`src/mct_params.svh`:
```
`ifndef MCT_PARAMS_SVH
`define MCT_PARAMS_SVH
`define MCT_OFF_CTRL 8'h00
`define MCT_OFF_CMD 8'h04
`define MCT_OFF_LOAD 8'h08
`define MCT_OFF_CMP_LO 8'h0c
`define MCT_OFF_CMP_HI 8'h10
`define MCT_OFF_DIV 8'h14
`define MCT_OFF_TALLY 8'h18
`define MCT_OFF_TBASE 8'h1c
`define MCT_OFF_DB_CNT 8'h20
`define MCT_OFF_DB_CTL 8'h24
`define MCT_OFF_COUNT 8'h28
`define MCT_OFF_STATUS 8'h2c
`define MCT_OFF_EDGES 8'h30
`define MCT_OFF_SPAN 8'h34
`define MCT_OFF_PINSEL 8'h38
`define MCT_OFF_OUTEN 8'h3c
`define MCT_OFF_PULSES 8'h40
`define MCT_CMD_START 0
`define MCT_CMD_CLEAR 1
`define MCT_PIN_CTL_LSB 8
`define MCT_MAX_COUNT 32'h0fffffff
`define MCT_RST_WORD 32'h0000_0000
`endif

```
`src/mct_pkg.sv`:
```
`default_nettype none
package mct_pkg;
  typedef enum logic [2:0] {
    MCT_M_TIMER = 3'h0,
    MCT_M_EVENT = 3'h1,
    MCT_M_TPM = 3'h2,
    MCT_M_HALF = 3'h3,
    MCT_M_NPER = 3'h4,
    MCT_M_QUAD = 3'h5
  } mct_mode_t;
  typedef enum logic [2:0] {
    MCT_E_CMP_LO = 3'h0,
    MCT_E_CMP_HI = 3'h1,
    MCT_E_MAX = 3'h2,
    MCT_E_TALLY = 3'h3,
    MCT_E_TBASE = 3'h4,
    MCT_E_CTL_FALL = 3'h5,
    MCT_E_NONE = 3'h6
  } mct_end_t;
  typedef enum logic [1:0] {
    MCT_S_IDLE = 2'b00,
    MCT_S_ARMED = 2'b01,
    MCT_S_RUN = 2'b11,
    MCT_S_DONE = 2'b10
  } mct_state_t;
  typedef struct packed {
    logic enable;
    logic invert_counter_output;
    logic invert_control_input;
    logic invert_count_input;
    logic loop_after_finish;
    logic gating;
    logic auto_clear_on_finish;
    logic trigger_from_control;
    logic launch_select;
    mct_end_t end_sel;
    mct_mode_t mode;
  } mct_ctrl_t;
endpackage
`default_nettype wire
```
`src/mct_counter.sv`:
```
// The implementer's own choices: register access over APB and the register addresses.
`include "mct_params.svh"
`default_nettype none
//Contract
// - timer mode counts reference clock cycles, divided when divider is nonzero.
// - output low from load value to low limit, high until high limit.
// - end condition choice makes timer a bin counter or one-shot.
// - event mode counts debounced count_input edges instead of the clock.
// - period measurement counts input edges and clocks from first to last edge.
// - half-period mode counts clock cycles while count_input is high.
// - N-period mode counts clocks until tally minus one periods elapse.
// - quadrature mode counts input edges up when control high, down when low.
// - hardware trigger available in every mode but quadrature.
// - counting ends on the selected termination condition.
// - launch_select picks automatic start or explicit start command.
// - clear command reloads counter with initial_load_value.
// - inputs must stay stable for their debounce times before changing.
// - auto_clear_on_finish clears counter at finish and awaits next trigger.
// - gating counts only while control_input enables, when not a trigger.
// - loop_after_finish restarts counter after termination.
// - selectable pins feed the inputs; output drives selected pins.
// - new compare limits change the output waveform.
// - pulse train emits configured pulse count then stops.
module mct_counter #(
  parameter int N_PINS = 8,
  parameter int SELW = 3
) (
  input wire logic sys_clk,
  input wire logic rst_n,
  input wire logic psel,
  input wire logic penable,
  input wire logic pwrite,
  input wire logic [7:0] paddr,
  input wire logic [31:0] pwdata,
  output logic [31:0] prdata,
  output logic pready,
  output logic pslverr,
  input wire logic [N_PINS-1:0] din,
  output logic [N_PINS-1:0] dout,
  output logic counter_output
);
  mct_pkg::mct_ctrl_t ctrl_q;
  mct_pkg::mct_state_t state_q;
  logic [31:0] load_q, cmp_lo_q, cmp_hi_q, div_q, tally_q, tbase_q, dbt_q [2];
  logic [31:0] pinsel_q, outen_q, pulses_q;
  logic [31:0] count_q, div_cnt_q, pc_q, tb_q, edges_q, span_q, rem_q;
  logic [31:0] prdata_q;
  logic pslverr_q, seen_q, out_q;
  logic [N_PINS-1:0] dout_q;
  logic [1:0] raw, db_q, prev_q;
  logic [31:0] dbc_q [2];
  logic wr, rd_setup, start_cmd, clr_cmd, cin, ctl, cin_rise, ctl_rise, ctl_fall;
  logic run, gate_ok, tick, term, fin, go_arm, go_run, uses_trig, last_pulse, out_d;

  assign wr = psel & penable & pwrite;
  assign rd_setup = psel & ~penable;
  assign pready = penable;
  assign prdata = prdata_q;
  assign pslverr = pslverr_q;
  assign start_cmd = wr && paddr == `MCT_OFF_CMD && pwdata[`MCT_CMD_START];
  assign clr_cmd = wr && paddr == `MCT_OFF_CMD && pwdata[`MCT_CMD_CLEAR];

  always_ff @(posedge sys_clk or negedge rst_n)
  begin
    if (!rst_n)
    begin
      ctrl_q <= '0;
      load_q <= `MCT_RST_WORD;
      cmp_lo_q <= `MCT_RST_WORD;
      cmp_hi_q <= `MCT_RST_WORD;
      div_q <= `MCT_RST_WORD;
      tally_q <= `MCT_RST_WORD;
      tbase_q <= `MCT_RST_WORD;
      dbt_q[0] <= `MCT_RST_WORD;
      dbt_q[1] <= `MCT_RST_WORD;
      pinsel_q <= `MCT_RST_WORD;
      outen_q <= `MCT_RST_WORD;
      pulses_q <= `MCT_RST_WORD;
    end
    else if (wr)
    begin
      case (paddr)
        `MCT_OFF_CTRL: ctrl_q <= mct_pkg::mct_ctrl_t'(pwdata[$bits(mct_pkg::mct_ctrl_t)-1:0]);
        `MCT_OFF_LOAD: load_q <= pwdata;
        `MCT_OFF_CMP_LO: cmp_lo_q <= pwdata;
        `MCT_OFF_CMP_HI: cmp_hi_q <= pwdata;
        `MCT_OFF_DIV: div_q <= pwdata;
        `MCT_OFF_TALLY: tally_q <= pwdata;
        `MCT_OFF_TBASE: tbase_q <= pwdata;
        `MCT_OFF_DB_CNT: dbt_q[0] <= pwdata;
        `MCT_OFF_DB_CTL: dbt_q[1] <= pwdata;
        `MCT_OFF_PINSEL: pinsel_q <= pwdata;
        `MCT_OFF_OUTEN: outen_q <= pwdata;
        `MCT_OFF_PULSES: pulses_q <= pwdata;
        default: ;
      endcase
    end
  end

  // read data captured in setup so the access phase answers with no wait state
  always_ff @(posedge sys_clk or negedge rst_n)
  begin
    if (!rst_n)
    begin
      prdata_q <= `MCT_RST_WORD;
      pslverr_q <= 1'b0;
    end
    else if (rd_setup)
    begin
      pslverr_q <= 1'b0;
      case (paddr)
        `MCT_OFF_CTRL: prdata_q <= 32'(ctrl_q);
        `MCT_OFF_CMD: prdata_q <= `MCT_RST_WORD;
        `MCT_OFF_LOAD: prdata_q <= load_q;
        `MCT_OFF_CMP_LO: prdata_q <= cmp_lo_q;
        `MCT_OFF_CMP_HI: prdata_q <= cmp_hi_q;
        `MCT_OFF_DIV: prdata_q <= div_q;
        `MCT_OFF_TALLY: prdata_q <= tally_q;
        `MCT_OFF_TBASE: prdata_q <= tbase_q;
        `MCT_OFF_DB_CNT: prdata_q <= dbt_q[0];
        `MCT_OFF_DB_CTL: prdata_q <= dbt_q[1];
        `MCT_OFF_COUNT: prdata_q <= count_q;
        `MCT_OFF_STATUS: prdata_q <= {27'h0, db_q, counter_output, state_q};
        `MCT_OFF_EDGES: prdata_q <= edges_q;
        `MCT_OFF_SPAN: prdata_q <= span_q;
        `MCT_OFF_PINSEL: prdata_q <= pinsel_q;
        `MCT_OFF_OUTEN: prdata_q <= outen_q;
        `MCT_OFF_PULSES: prdata_q <= pulses_q;
        default:
        begin
          prdata_q <= `MCT_RST_WORD;
          pslverr_q <= 1'b1;
        end
      endcase
    end
  end

  assign raw[0] = din[pinsel_q[SELW-1:0]] ^ ctrl_q.invert_count_input;
  assign raw[1] = din[pinsel_q[`MCT_PIN_CTL_LSB +: SELW]] ^ ctrl_q.invert_control_input;

  // a change is taken only after holding for the programmed number of cycles
  for (genvar i = 0; i < 2; i++)
  begin : g_deb
    always_ff @(posedge sys_clk or negedge rst_n)
    begin
      if (!rst_n)
      begin
        db_q[i] <= 1'b0;
        dbc_q[i] <= `MCT_RST_WORD;
        prev_q[i] <= 1'b0;
      end
      else
      begin
        prev_q[i] <= db_q[i];
        if (raw[i] == db_q[i])
          dbc_q[i] <= `MCT_RST_WORD;
        else if (dbc_q[i] >= dbt_q[i])
        begin
          db_q[i] <= raw[i];
          dbc_q[i] <= `MCT_RST_WORD;
        end
        else
          dbc_q[i] <= dbc_q[i] + 32'h1;
      end
    end
  end

  assign cin = db_q[0];
  assign ctl = db_q[1];
  assign cin_rise = db_q[0] & ~prev_q[0];
  assign ctl_rise = db_q[1] & ~prev_q[1];
  assign ctl_fall = ~db_q[1] & prev_q[1];
  assign run = state_q == mct_pkg::MCT_S_RUN;
  assign gate_ok = !(ctrl_q.gating && !ctrl_q.trigger_from_control) || ctl;
  assign uses_trig = ctrl_q.trigger_from_control && ctrl_q.mode != mct_pkg::MCT_M_QUAD;
  assign go_arm = state_q == mct_pkg::MCT_S_IDLE && ctrl_q.enable && (ctrl_q.launch_select || start_cmd);
  assign go_run = state_q == mct_pkg::MCT_S_ARMED && (!uses_trig || ctl_rise);
  assign last_pulse = pulses_q != `MCT_RST_WORD && rem_q <= 32'h1;

  always_comb
  begin
    tick = 1'b0;
    case (ctrl_q.mode)
      mct_pkg::MCT_M_EVENT: tick = cin_rise;
      mct_pkg::MCT_M_TPM: tick = seen_q || cin_rise;
      mct_pkg::MCT_M_HALF: tick = cin;
      // the first edge only opens the window, else one clock too many is counted
      mct_pkg::MCT_M_NPER: tick = seen_q;
      mct_pkg::MCT_M_QUAD: tick = cin_rise;
      default: tick = div_cnt_q >= div_q;
    endcase
  end

  always_comb
  begin
    term = 1'b0;
    case (ctrl_q.end_sel)
      mct_pkg::MCT_E_CMP_LO: term = count_q == cmp_lo_q;
      mct_pkg::MCT_E_CMP_HI: term = count_q == cmp_hi_q;
      mct_pkg::MCT_E_MAX: term = count_q == `MCT_MAX_COUNT;
      mct_pkg::MCT_E_TALLY: term = pc_q == `MCT_RST_WORD;
      mct_pkg::MCT_E_TBASE: term = tb_q == `MCT_RST_WORD;
      mct_pkg::MCT_E_CTL_FALL: term = ctl_fall;
      default: term = 1'b0;
    endcase
  end
  assign fin = run && term;

  always_ff @(posedge sys_clk or negedge rst_n)
  begin
    if (!rst_n)
      state_q <= mct_pkg::MCT_S_IDLE;
    else if (!ctrl_q.enable)
      state_q <= mct_pkg::MCT_S_IDLE;
    else if (go_arm)
      state_q <= mct_pkg::MCT_S_ARMED;
    else if (go_run)
      state_q <= mct_pkg::MCT_S_RUN;
    else if (fin)
    begin
      if (ctrl_q.loop_after_finish && !last_pulse)
        state_q <= mct_pkg::MCT_S_RUN;
      else if (ctrl_q.auto_clear_on_finish && !last_pulse)
        state_q <= mct_pkg::MCT_S_ARMED;
      else
        state_q <= mct_pkg::MCT_S_DONE;
    end
    else if (state_q == mct_pkg::MCT_S_DONE && start_cmd)
      state_q <= mct_pkg::MCT_S_ARMED;
  end

  // prescaler only free-runs while counting, so the first divided tick is a full period
  always_ff @(posedge sys_clk or negedge rst_n)
  begin
    if (!rst_n)
      div_cnt_q <= `MCT_RST_WORD;
    else if (!run || div_cnt_q >= div_q)
      div_cnt_q <= `MCT_RST_WORD;
    else
      div_cnt_q <= div_cnt_q + 32'h1;
  end

  always_ff @(posedge sys_clk or negedge rst_n)
  begin
    if (!rst_n)
      count_q <= `MCT_RST_WORD;
    else if (clr_cmd || go_run)
      count_q <= load_q;
    else if (fin)
    begin
      if (ctrl_q.loop_after_finish || ctrl_q.auto_clear_on_finish)
        count_q <= load_q;
    end
    else if (run && gate_ok && tick)
    begin
      if (ctrl_q.mode == mct_pkg::MCT_M_QUAD && !ctl)
        count_q <= count_q - 32'h1;
      else
        count_q <= count_q + 32'h1;
    end
  end

  // period and timebase counters, plus edge tally and first-to-last-edge span
  always_ff @(posedge sys_clk or negedge rst_n)
  begin
    if (!rst_n)
    begin
      pc_q <= `MCT_RST_WORD;
      tb_q <= `MCT_RST_WORD;
      edges_q <= `MCT_RST_WORD;
      span_q <= `MCT_RST_WORD;
      seen_q <= 1'b0;
    end
    else if (go_run || (fin && ctrl_q.loop_after_finish))
    begin
      pc_q <= ctrl_q.mode == mct_pkg::MCT_M_NPER ? tally_q - 32'h1 : tally_q;
      tb_q <= tbase_q;
      edges_q <= `MCT_RST_WORD;
      span_q <= `MCT_RST_WORD;
      seen_q <= 1'b0;
    end
    else if (run && gate_ok)
    begin
      if (tb_q != `MCT_RST_WORD)
        tb_q <= tb_q - 32'h1;
      if (cin_rise)
      begin
        seen_q <= 1'b1;
        edges_q <= edges_q + 32'h1;
        span_q <= count_q - load_q;
        if (seen_q && pc_q != `MCT_RST_WORD)
          pc_q <= pc_q - 32'h1;
      end
    end
  end

  always_ff @(posedge sys_clk or negedge rst_n)
  begin
    if (!rst_n)
      rem_q <= `MCT_RST_WORD;
    else if (go_arm || (state_q == mct_pkg::MCT_S_DONE && start_cmd))
      rem_q <= pulses_q;
    else if (fin && rem_q != `MCT_RST_WORD)
      rem_q <= rem_q - 32'h1;
  end

  assign out_d = ((run || state_q == mct_pkg::MCT_S_DONE) && count_q >= cmp_lo_q && count_q < cmp_hi_q)
    ^ ctrl_q.invert_counter_output;

  always_ff @(posedge sys_clk or negedge rst_n)
  begin
    if (!rst_n)
    begin
      out_q <= 1'b0;
      dout_q <= '0;
    end
    else
    begin
      out_q <= out_d;
      dout_q <= outen_q[N_PINS-1:0] & {N_PINS{out_d}};
    end
  end
  assign counter_output = out_q;
  assign dout = dout_q;

  a_clear_reload: assert property (@(posedge sys_clk) disable iff (!rst_n)
    clr_cmd |=> count_q == $past(load_q)) else $error("clear did not reload");
  a_out_low_below: assert property (@(posedge sys_clk) disable iff (!rst_n)
    run && count_q < cmp_lo_q && !ctrl_q.invert_counter_output |=> !counter_output)
    else $error("output high below low limit");
  a_timer_step: assert property (@(posedge sys_clk) disable iff (!rst_n)
    run && ctrl_q.mode == mct_pkg::MCT_M_TIMER && div_q == `MCT_RST_WORD && gate_ok && !fin && !clr_cmd
    && !wr |=> count_q == $past(count_q) + 32'h1) else $error("timer did not step");
  a_quad_down: assert property (@(posedge sys_clk) disable iff (!rst_n)
    run && ctrl_q.mode == mct_pkg::MCT_M_QUAD && cin_rise && !ctl && gate_ok && !fin && !clr_cmd && !wr
    |=> count_q == $past(count_q) - 32'h1) else $error("quadrature did not count down");
  a_fin_stops: assert property (@(posedge sys_clk) disable iff (!rst_n)
    fin && !ctrl_q.loop_after_finish && !ctrl_q.auto_clear_on_finish && ctrl_q.enable && !wr
    |=> state_q == mct_pkg::MCT_S_DONE ##1 state_q != mct_pkg::MCT_S_RUN)
    else $error("no stop on termination");
  a_auto_clear: assert property (@(posedge sys_clk) disable iff (!rst_n)
    fin && ctrl_q.auto_clear_on_finish && !ctrl_q.loop_after_finish && !last_pulse && ctrl_q.enable && !wr
    |=> state_q == mct_pkg::MCT_S_ARMED && count_q == load_q) else $error("auto clear failed");
  a_trig_wait: assert property (@(posedge sys_clk) disable iff (!rst_n)
    state_q == mct_pkg::MCT_S_ARMED && uses_trig && !ctl_rise && !wr |=> state_q != mct_pkg::MCT_S_RUN)
    else $error("ran without trigger");
  a_deb_hold: assert property (@(posedge sys_clk) disable iff (!rst_n)
    raw[0] != db_q[0] && dbc_q[0] < dbt_q[0] |=> db_q[0] == $past(db_q[0]))
    else $error("input accepted before debounce time");
  a_gate_hold: assert property (@(posedge sys_clk) disable iff (!rst_n)
    run && ctrl_q.gating && !ctrl_q.trigger_from_control && !ctl && !fin && !clr_cmd && !wr
    |=> count_q == $past(count_q)) else $error("counted while gated off");
  c_loop: cover property (@(posedge sys_clk) disable iff (!rst_n) fin && ctrl_q.loop_after_finish);
  c_train_done: cover property (@(posedge sys_clk) disable iff (!rst_n) fin && last_pulse);
  c_trig_start: cover property (@(posedge sys_clk) disable iff (!rst_n) go_run && uses_trig);
  c_nper_done: cover property (@(posedge sys_clk) disable iff (!rst_n) fin && ctrl_q.mode == mct_pkg::MCT_M_NPER);
  c_gate_block: cover property (@(posedge sys_clk) disable iff (!rst_n) run && !gate_ok);
  // register writes are left out of all but a_clear_reload, a_out_low_below, a_deb_hold, a_out_high_mid
  // and a_tally_load: a reconfigured channel may legally jump anywhere
  a_out_high_mid: assert property (@(posedge sys_clk) disable iff (!rst_n)
    run && count_q >= cmp_lo_q && count_q < cmp_hi_q && !ctrl_q.invert_counter_output |=> counter_output)
    else $error("output low between limits");
  a_loop_restart: assert property (@(posedge sys_clk) disable iff (!rst_n)
    fin && ctrl_q.loop_after_finish && !last_pulse && ctrl_q.enable && !wr
    |=> state_q == mct_pkg::MCT_S_RUN && count_q == $past(load_q)) else $error("loop did not restart");
  a_train_stop: assert property (@(posedge sys_clk) disable iff (!rst_n)
    fin && last_pulse && ctrl_q.enable && !wr |=> state_q == mct_pkg::MCT_S_DONE) else $error("train overran");
  a_tally_load: assert property (@(posedge sys_clk) disable iff (!rst_n)
    go_run && ctrl_q.mode == mct_pkg::MCT_M_NPER |=> pc_q == $past(tally_q) - 32'h1)
    else $error("period tally not loaded");
  a_nper_window: assert property (@(posedge sys_clk) disable iff (!rst_n)
    run && ctrl_q.mode == mct_pkg::MCT_M_NPER && !seen_q && !fin && !clr_cmd && !wr
    |=> count_q == $past(count_q)) else $error("counted before first edge");
  a_half_level: assert property (@(posedge sys_clk) disable iff (!rst_n)
    run && ctrl_q.mode == mct_pkg::MCT_M_HALF && !cin && !fin && !clr_cmd && !wr
    |=> count_q == $past(count_q)) else $error("counted while input low");
  a_quad_notrig: assert property (@(posedge sys_clk) disable iff (!rst_n)
    state_q == mct_pkg::MCT_S_ARMED && ctrl_q.mode == mct_pkg::MCT_M_QUAD && ctrl_q.enable && !wr
    |=> state_q == mct_pkg::MCT_S_RUN) else $error("quadrature waited for trigger");
endmodule // mct_counter
`default_nettype wire

```
`config.mk`:
```
export PLATFORM = sky130hd
export DESIGN_NAME = mct_counter
export DESIGN_NICKNAME = d
export VERILOG_FILES = /design/src/mct_pkg.sv /design/src/mct_counter.sv
export VERILOG_INCLUDE_DIRS = /design/src /design/src/src
export SDC_FILE = /design/constraint.sdc
export NUM_CORES = 2
export LEC_CHECK = 0
export BUFFER_PORTS_ARGS = -buffer_cell sky130_fd_sc_hd__buf_2
export CORE_ASPECT_RATIO = 0.9
export CORE_MARGIN = 5
export CORE_UTILIZATION = 45
export CTS_BUF_LIST = sky130_fd_sc_hd__clkbuf_2
export DETAILED_ROUTE_END_ITERATION = 7
export PLACE_DENSITY = 0.69
export SLEW_MARGIN = 15
export SYNTH_ARGS = -nofsm -noshare
export SYNTH_HDL_FRONTEND = slang
export SYNTH_SLANG_ARGS = --single-unit
```
`constraint.sdc`:
```
create_clock -name sys_clk -period 6.1 [get_ports sys_clk]
set_clock_uncertainty 0.2 [all_clocks]
set_input_delay 1.525 -clock sys_clk [delete_from_list [all_inputs] [get_ports sys_clk]]
set_output_delay 1.525 -clock sys_clk [all_outputs]
set_load 0.005 [all_outputs]
```
Yosys cells after proc, flatten, opt, wreduce, memory -nomap -nowiden
Index checks and enable logic that the tools add are counted.
- add/sub/neg operators: 11
- order comparisons: 8
- equality and inequality tests: 37
- multiplexer cells: 44
- bitwise gates (word level): 16
- reductions and logical operators: 72
- operators with widths (cell ; count):
    $mux W32 ; 26
    $pmux W32 S16 ; 1
    $add A32 B1 Y32 const B ; 5
    $sub A32 B1 Y32 const B ; 5
    $ge A32 B32 Y1 ; 4
    $reduce_bool A32 Y1 ; 4
    $eq A32 B32 Y1 ; 2
    $eq A8 B6 Y1 const B ; 8
    $logic_not A32 Y1 ; 2
    $reduce_and A2 Y1 ; 17
    $eq A32 B28 Y1 const B ; 1
    $eq A8 B5 Y1 const B ; 4
    $le A32 B1 Y1 const B ; 1
    $lt A32 B32 Y1 ; 1
    $sub A32 B32 Y32 ; 1
    $logic_and A1 B1 Y1 ; 21
    $reduce_or A17 Y1 ; 1
    $eq A8 B4 Y1 const B ; 2
    $mux W2 ; 7
    $eq A3 B2 Y1 const B ; 4
    $eq A3 B3 Y1 const B ; 4
    $logic_or A1 B1 Y1 ; 10
    $reduce_bool A2 Y1 ; 5
    $and A8 B8 Y8 ; 1
    24 further kinds ; 51
- flip-flop bits (word level): 704
- input bits: 53
- output and inout port bits: 43
- logic and storage cells: 229

Longest topological paths before layout
- depth in word-level cells: 10
- mapped depth: 19
- depth with buffers taken out: 13

Worst setup path after synthesis
Ideal clock, no wire load.
- path type: reg-to-reg
- from: register ctrl_q[1] in the netlist's numbering
- to: register count_q[28]
- setup time: 0.078 ns
- arrival: 4.453 ns
- required time: 5.822 ns
- path slack: 1.369 ns
- cell stages (with the launch flop): 20
- buffers on the path: 6
- period minus slack after synthesis: 4.731 ns
- cells stage by stage: dfrtp_1 -> clkbuf_1 -> nand4bb_1 -> clkbuf_1 -> clkbuf_1 -> clkbuf_1 -> buf_1 -> nand2_1 -> nand2_1 -> ha_1 -> clkbuf_1 -> or4_1 -> a2111oi_2 -> nand2_1 -> a2111oi_0 -> nor2_1 -> o22ai_1 -> mux2_2 -> o31ai_1 -> o2bb2ai_1
- cells in the longest elaborated chain, start to end: 8
- elaborated cells between the ends (all ways): 22
- classes of those cells: eq/ne: 7; mux: 5; reduce/logical: 10
- ends and longest elaborated chain (item ; line ; RTL):
    start: declaration ; mct_counter.sv:42 ; mct_pkg::mct_ctrl_t ctrl_q;
    start signal: assignment ; mct_counter.sv:83 ; `MCT_OFF_CTRL: ctrl_q <= mct_pkg::mct_ctrl_t'(pwdata[$bits(mct_pkg::mct_ctrl_t)-1:0]);
    branches (longest 8 deep; another with $pmux W1 S4) ; - ;
    end signal: assignment ; mct_counter.sv:246 ; count_q <= `MCT_RST_WORD;
    end signal: assignment ; mct_counter.sv:248 ; count_q <= load_q;
    end signal: assignment ; mct_counter.sv:252 ; count_q <= load_q;
    end: declaration ; mct_counter.sv:46 ; logic [31:0] count_q, div_cnt_q, pc_q, tb_q, edges_q, span_q, rem_q;
Parallel ways; which one is timed is not known. The select of a mux whose other input is x is not followed.
A chain may end at the register's enable or synchronous reset.

Worst setup path after layout
- from: register ctrl_q[2] in the netlist's numbering
- to: register count_q[28]
The elaborated chain is that of the path after synthesis.

==> flow_metrics.tcl <==
set metrics [dict create \
    clk_pin_slew_worst_paths_ns 0.11 \
    drtIter0Drc 3898 \
    ant_nets 0 \
    first_global_vias 32000 \
    grt_pass1_wl_mm 203 \
    start_util_pct 45.4 \
    crit_path_start "ctrl_q[2]$_DFFE_PN0P_" \
    drt-vias-per-instance 6.20 \
    syn_avg_cell_area_um2 10.0 \
    slew_violations 0 \
    path_cells "nor4bb_2 > buf_4 > nand2b_1 > nand2_1 > ha_1 > or4_1 > a2111oi_2 > nand2_1 > a2111oi_0 > nor2_1 > o22ai_1 > mux2_2 > o31ai_1 > o2bb2ai_1" \
    fillCellCount 8163 \
    fin_crit_ns 4.77 \
    dr.pass1.iters 7 \
    ys_ff_latch 704 \
    outcome "completed" \
    worst-r2r-setup-slack_ns 1.33 \
    nets 4363 \
    max_stage_delay_ns 0.72 \
    crit_path_end_kind "flip-flop" \
    cp_slowest_cell "a2111oi_2" \
    dieArea_um2 94600 \
    netlist_area_um2 39800 \
    antenna_found_initial 11 \
    finalPower_mw 8.62 \
    finalCritPeriodShare_pct 78.2 \
    seq_area_frac_synth_pct 44.2 \
    cp.required_ns 7.32 \
    rsz0062_at_grt "no" \
    crit_buf_inv 1 \
    slew_headroom_pct 23.5 \
    synth_cell_types 88 \
    grt_overflow 0 \
    synthCells 3986 \
    htreeDepth 4 \
    worstMarginPinSlew_ns 1.15 \
    grt_usage_pct 28.2 \
    worstSetupPathType "reg2reg" \
    final_hold_viol_count 0 \
    hp-start "prdata[5]$_DFFE_PN0P_" \
    ys.flop_type "dfrtp_1" \
    setup_tns_ns 0 \
    critPathLaunchType "flip-flop" \
    drive_gt1_share_pct 20.5 \
    root_buffer "clkbuf_2" \
    yosys_warnings 0 \
    wl_per_cell_um 25.1 \
    path_delay_family "compound AO/OA/AOI/OAI gates" \
    die_height_um 292 \
    cts.sinks 704 \
    arrival_ns 5.99 \
    ctsResizeCount 0 \
    p_per_area_nw_per_um2 200 \
    final_cell_mix "704 x dfrtp_1, 370 x mux2_2, 326 x nor2_1" \
    maxCapViolCount 0 \
    synthArstFlopShare_pct 100 \
    area_growth_pct 8.43 \
    synth_edf_count 0 \
    r2r-start "ctrl_q[2]$_DFFE_PN0P_" \
    finalSetupViolations 0 \
    vias 33500 \
    peakVddDrop_v 0.000102 \
    max_freq_mhz 210 \
    cpMostUsedCell "nand2_1" \
    wl_mm 136 \
    cp_max_fo 15 \
    coreArea_um2 87800 \
    final_common_cell "dfrtp_1" \
    post-cts-setup-buffers 0 \
    drc 0 \
    ioPinCount 96 \
    grt_max_degree 121 \
    place.port_buffers 95 \
    insertion_delay_ns 1.51 \
    cts_buffers 180 \
    holdCritPathClass "reg2reg" \
    die_w_um 324 \
    dp_hpwl_mm 97.8 \
    clockBufferDepth 3 \
    leakage_nw 20.0 \
    fp-row-count 103 \
    gp_congestion 0.966 \
    cts_tree "done" \
    synth_nets 4242 \
    top_regs "dbc_q: 64 flops, dbt_q: 64 flops" \
]
-- cells by family after synthesis --
kind of cell | Yosys count | share of synthesized area [%]
xor+xnor | 246 | 5.41
simple gates | 1182 | 14.3
buf+inv | 457 | 4.43
mux | 393 | 11.2
compound gates | 801 | 14.1
flops | 704 | 44.2
fa+ha+maj | 203 | 6.39
-- cells in the mapped netlist (73+ instances only) --
cell,count,share of area (%)
nand3_1,105,1.3
a21oi_1,136,1.7
a21o_1,85,1.6
nor2_1,340,3.2
a22oi_1,73,1.4
inv_1,234,2.2
nand2_1,314,3.0
xnor2_1,124,2.7
ha_1,202,6.3
xor2_1,122,2.7
mux2_2,370,10
clkbuf_1,159,1.5
nor3_1,82,1.0
dfrtp_1,704,44
o21ai_0,146,1.8
-- layout make-up --
class / count / area, um2 / share of cell area, %
multi-input combinational: 2825 / 20600 / 47.7
sequential: 704 / 17600 / 40.8
tap: 1155 / 1450 / 3.34
clock buffer: 263 / 1320 / 3.05
timing repair buffer: 162 / 1080 / 2.50
inverter: 234 / 878 / 2.03
clock inverter: 46 / 262 / 0.605
antenna: 8 / 20.0 / 0.0463
-- worst reg2reg max path, stage by stage, from the launching register on --
cell       delay, ns
dfrtp_1         0.49
nor4bb_2        0.21
buf_4           0.22
nand2b_1        0.18
nand2_1         0.08
ha_1            0.28
or4_1           0.47
a2111oi_2       0.72
nand2_1         0.15
a2111oi_0       0.69
nor2_1          0.09
o22ai_1         0.22
mux2_2          0.37
o31ai_1         0.20
o2bb2ai_1       0.14
-- routing by layer --
metal  up-vias  share of wire (%)  GRT usage (%)
met1     16500                 42           39.7
met4         6                6.2           15.8
met2      1779                 42           40.6
met3       414                9.6           6.07
li1      14800                  -              -
met5         -              0.023              0
-- final timing paths --
path / to / depth (start not counted)
worst max-delay path: count_q[28]$_DFFE_PN0P_ / 14
worst min-delay path: prdata[5]$_DFFE_PN0P_ / 1
max in group asynchronous: tb_q[25]$_DFFE_PN0P_ / 3
min in group asynchronous: pinsel_q[22]$_DFFE_PN0P_ / 2
worst min register to register: prdata[5]$_DFFE_PN0P_ / 1
worst max register to register: count_q[28]$_DFFE_PN0P_ / 14
-- per-stage QoR --
stage / area (um2) / hold slack (ns) / util, % / setup WS (ns) / std cells
after floorplan: 39800 / 0.241 / - / 1.37 / 3986
after global placement: 41600 / 0.256 / 47.4 / 1.54 / 5079
after detailed placement: 41600 / 0.262 / 47.4 / 1.38 / 5079
after CTS: 43200 / 0.189 / 49.2 / 1.39 / 5389
after global routing: 43200 / 0.287 / 49.2 / 0.974 / 5391
final: 43200 / 0.281 / 49.2 / 1.33 / 5397
-- power by group --
group | internal (mW) | switching [mW]
Sequential | 4.72 | 0.0817
Combinational | 0.152 | 0.373
Clock | 1.27 | 2.03
Total | 6.14 | 2.48
-- what timing repair did --
action / CTS / global route
hold endpoints to repair: 36 / 0
hold buffers: 1 / 0
endpoints found under the setup margin: 0 / 0
No activity file was read; power rests on OpenSTA's default activity.
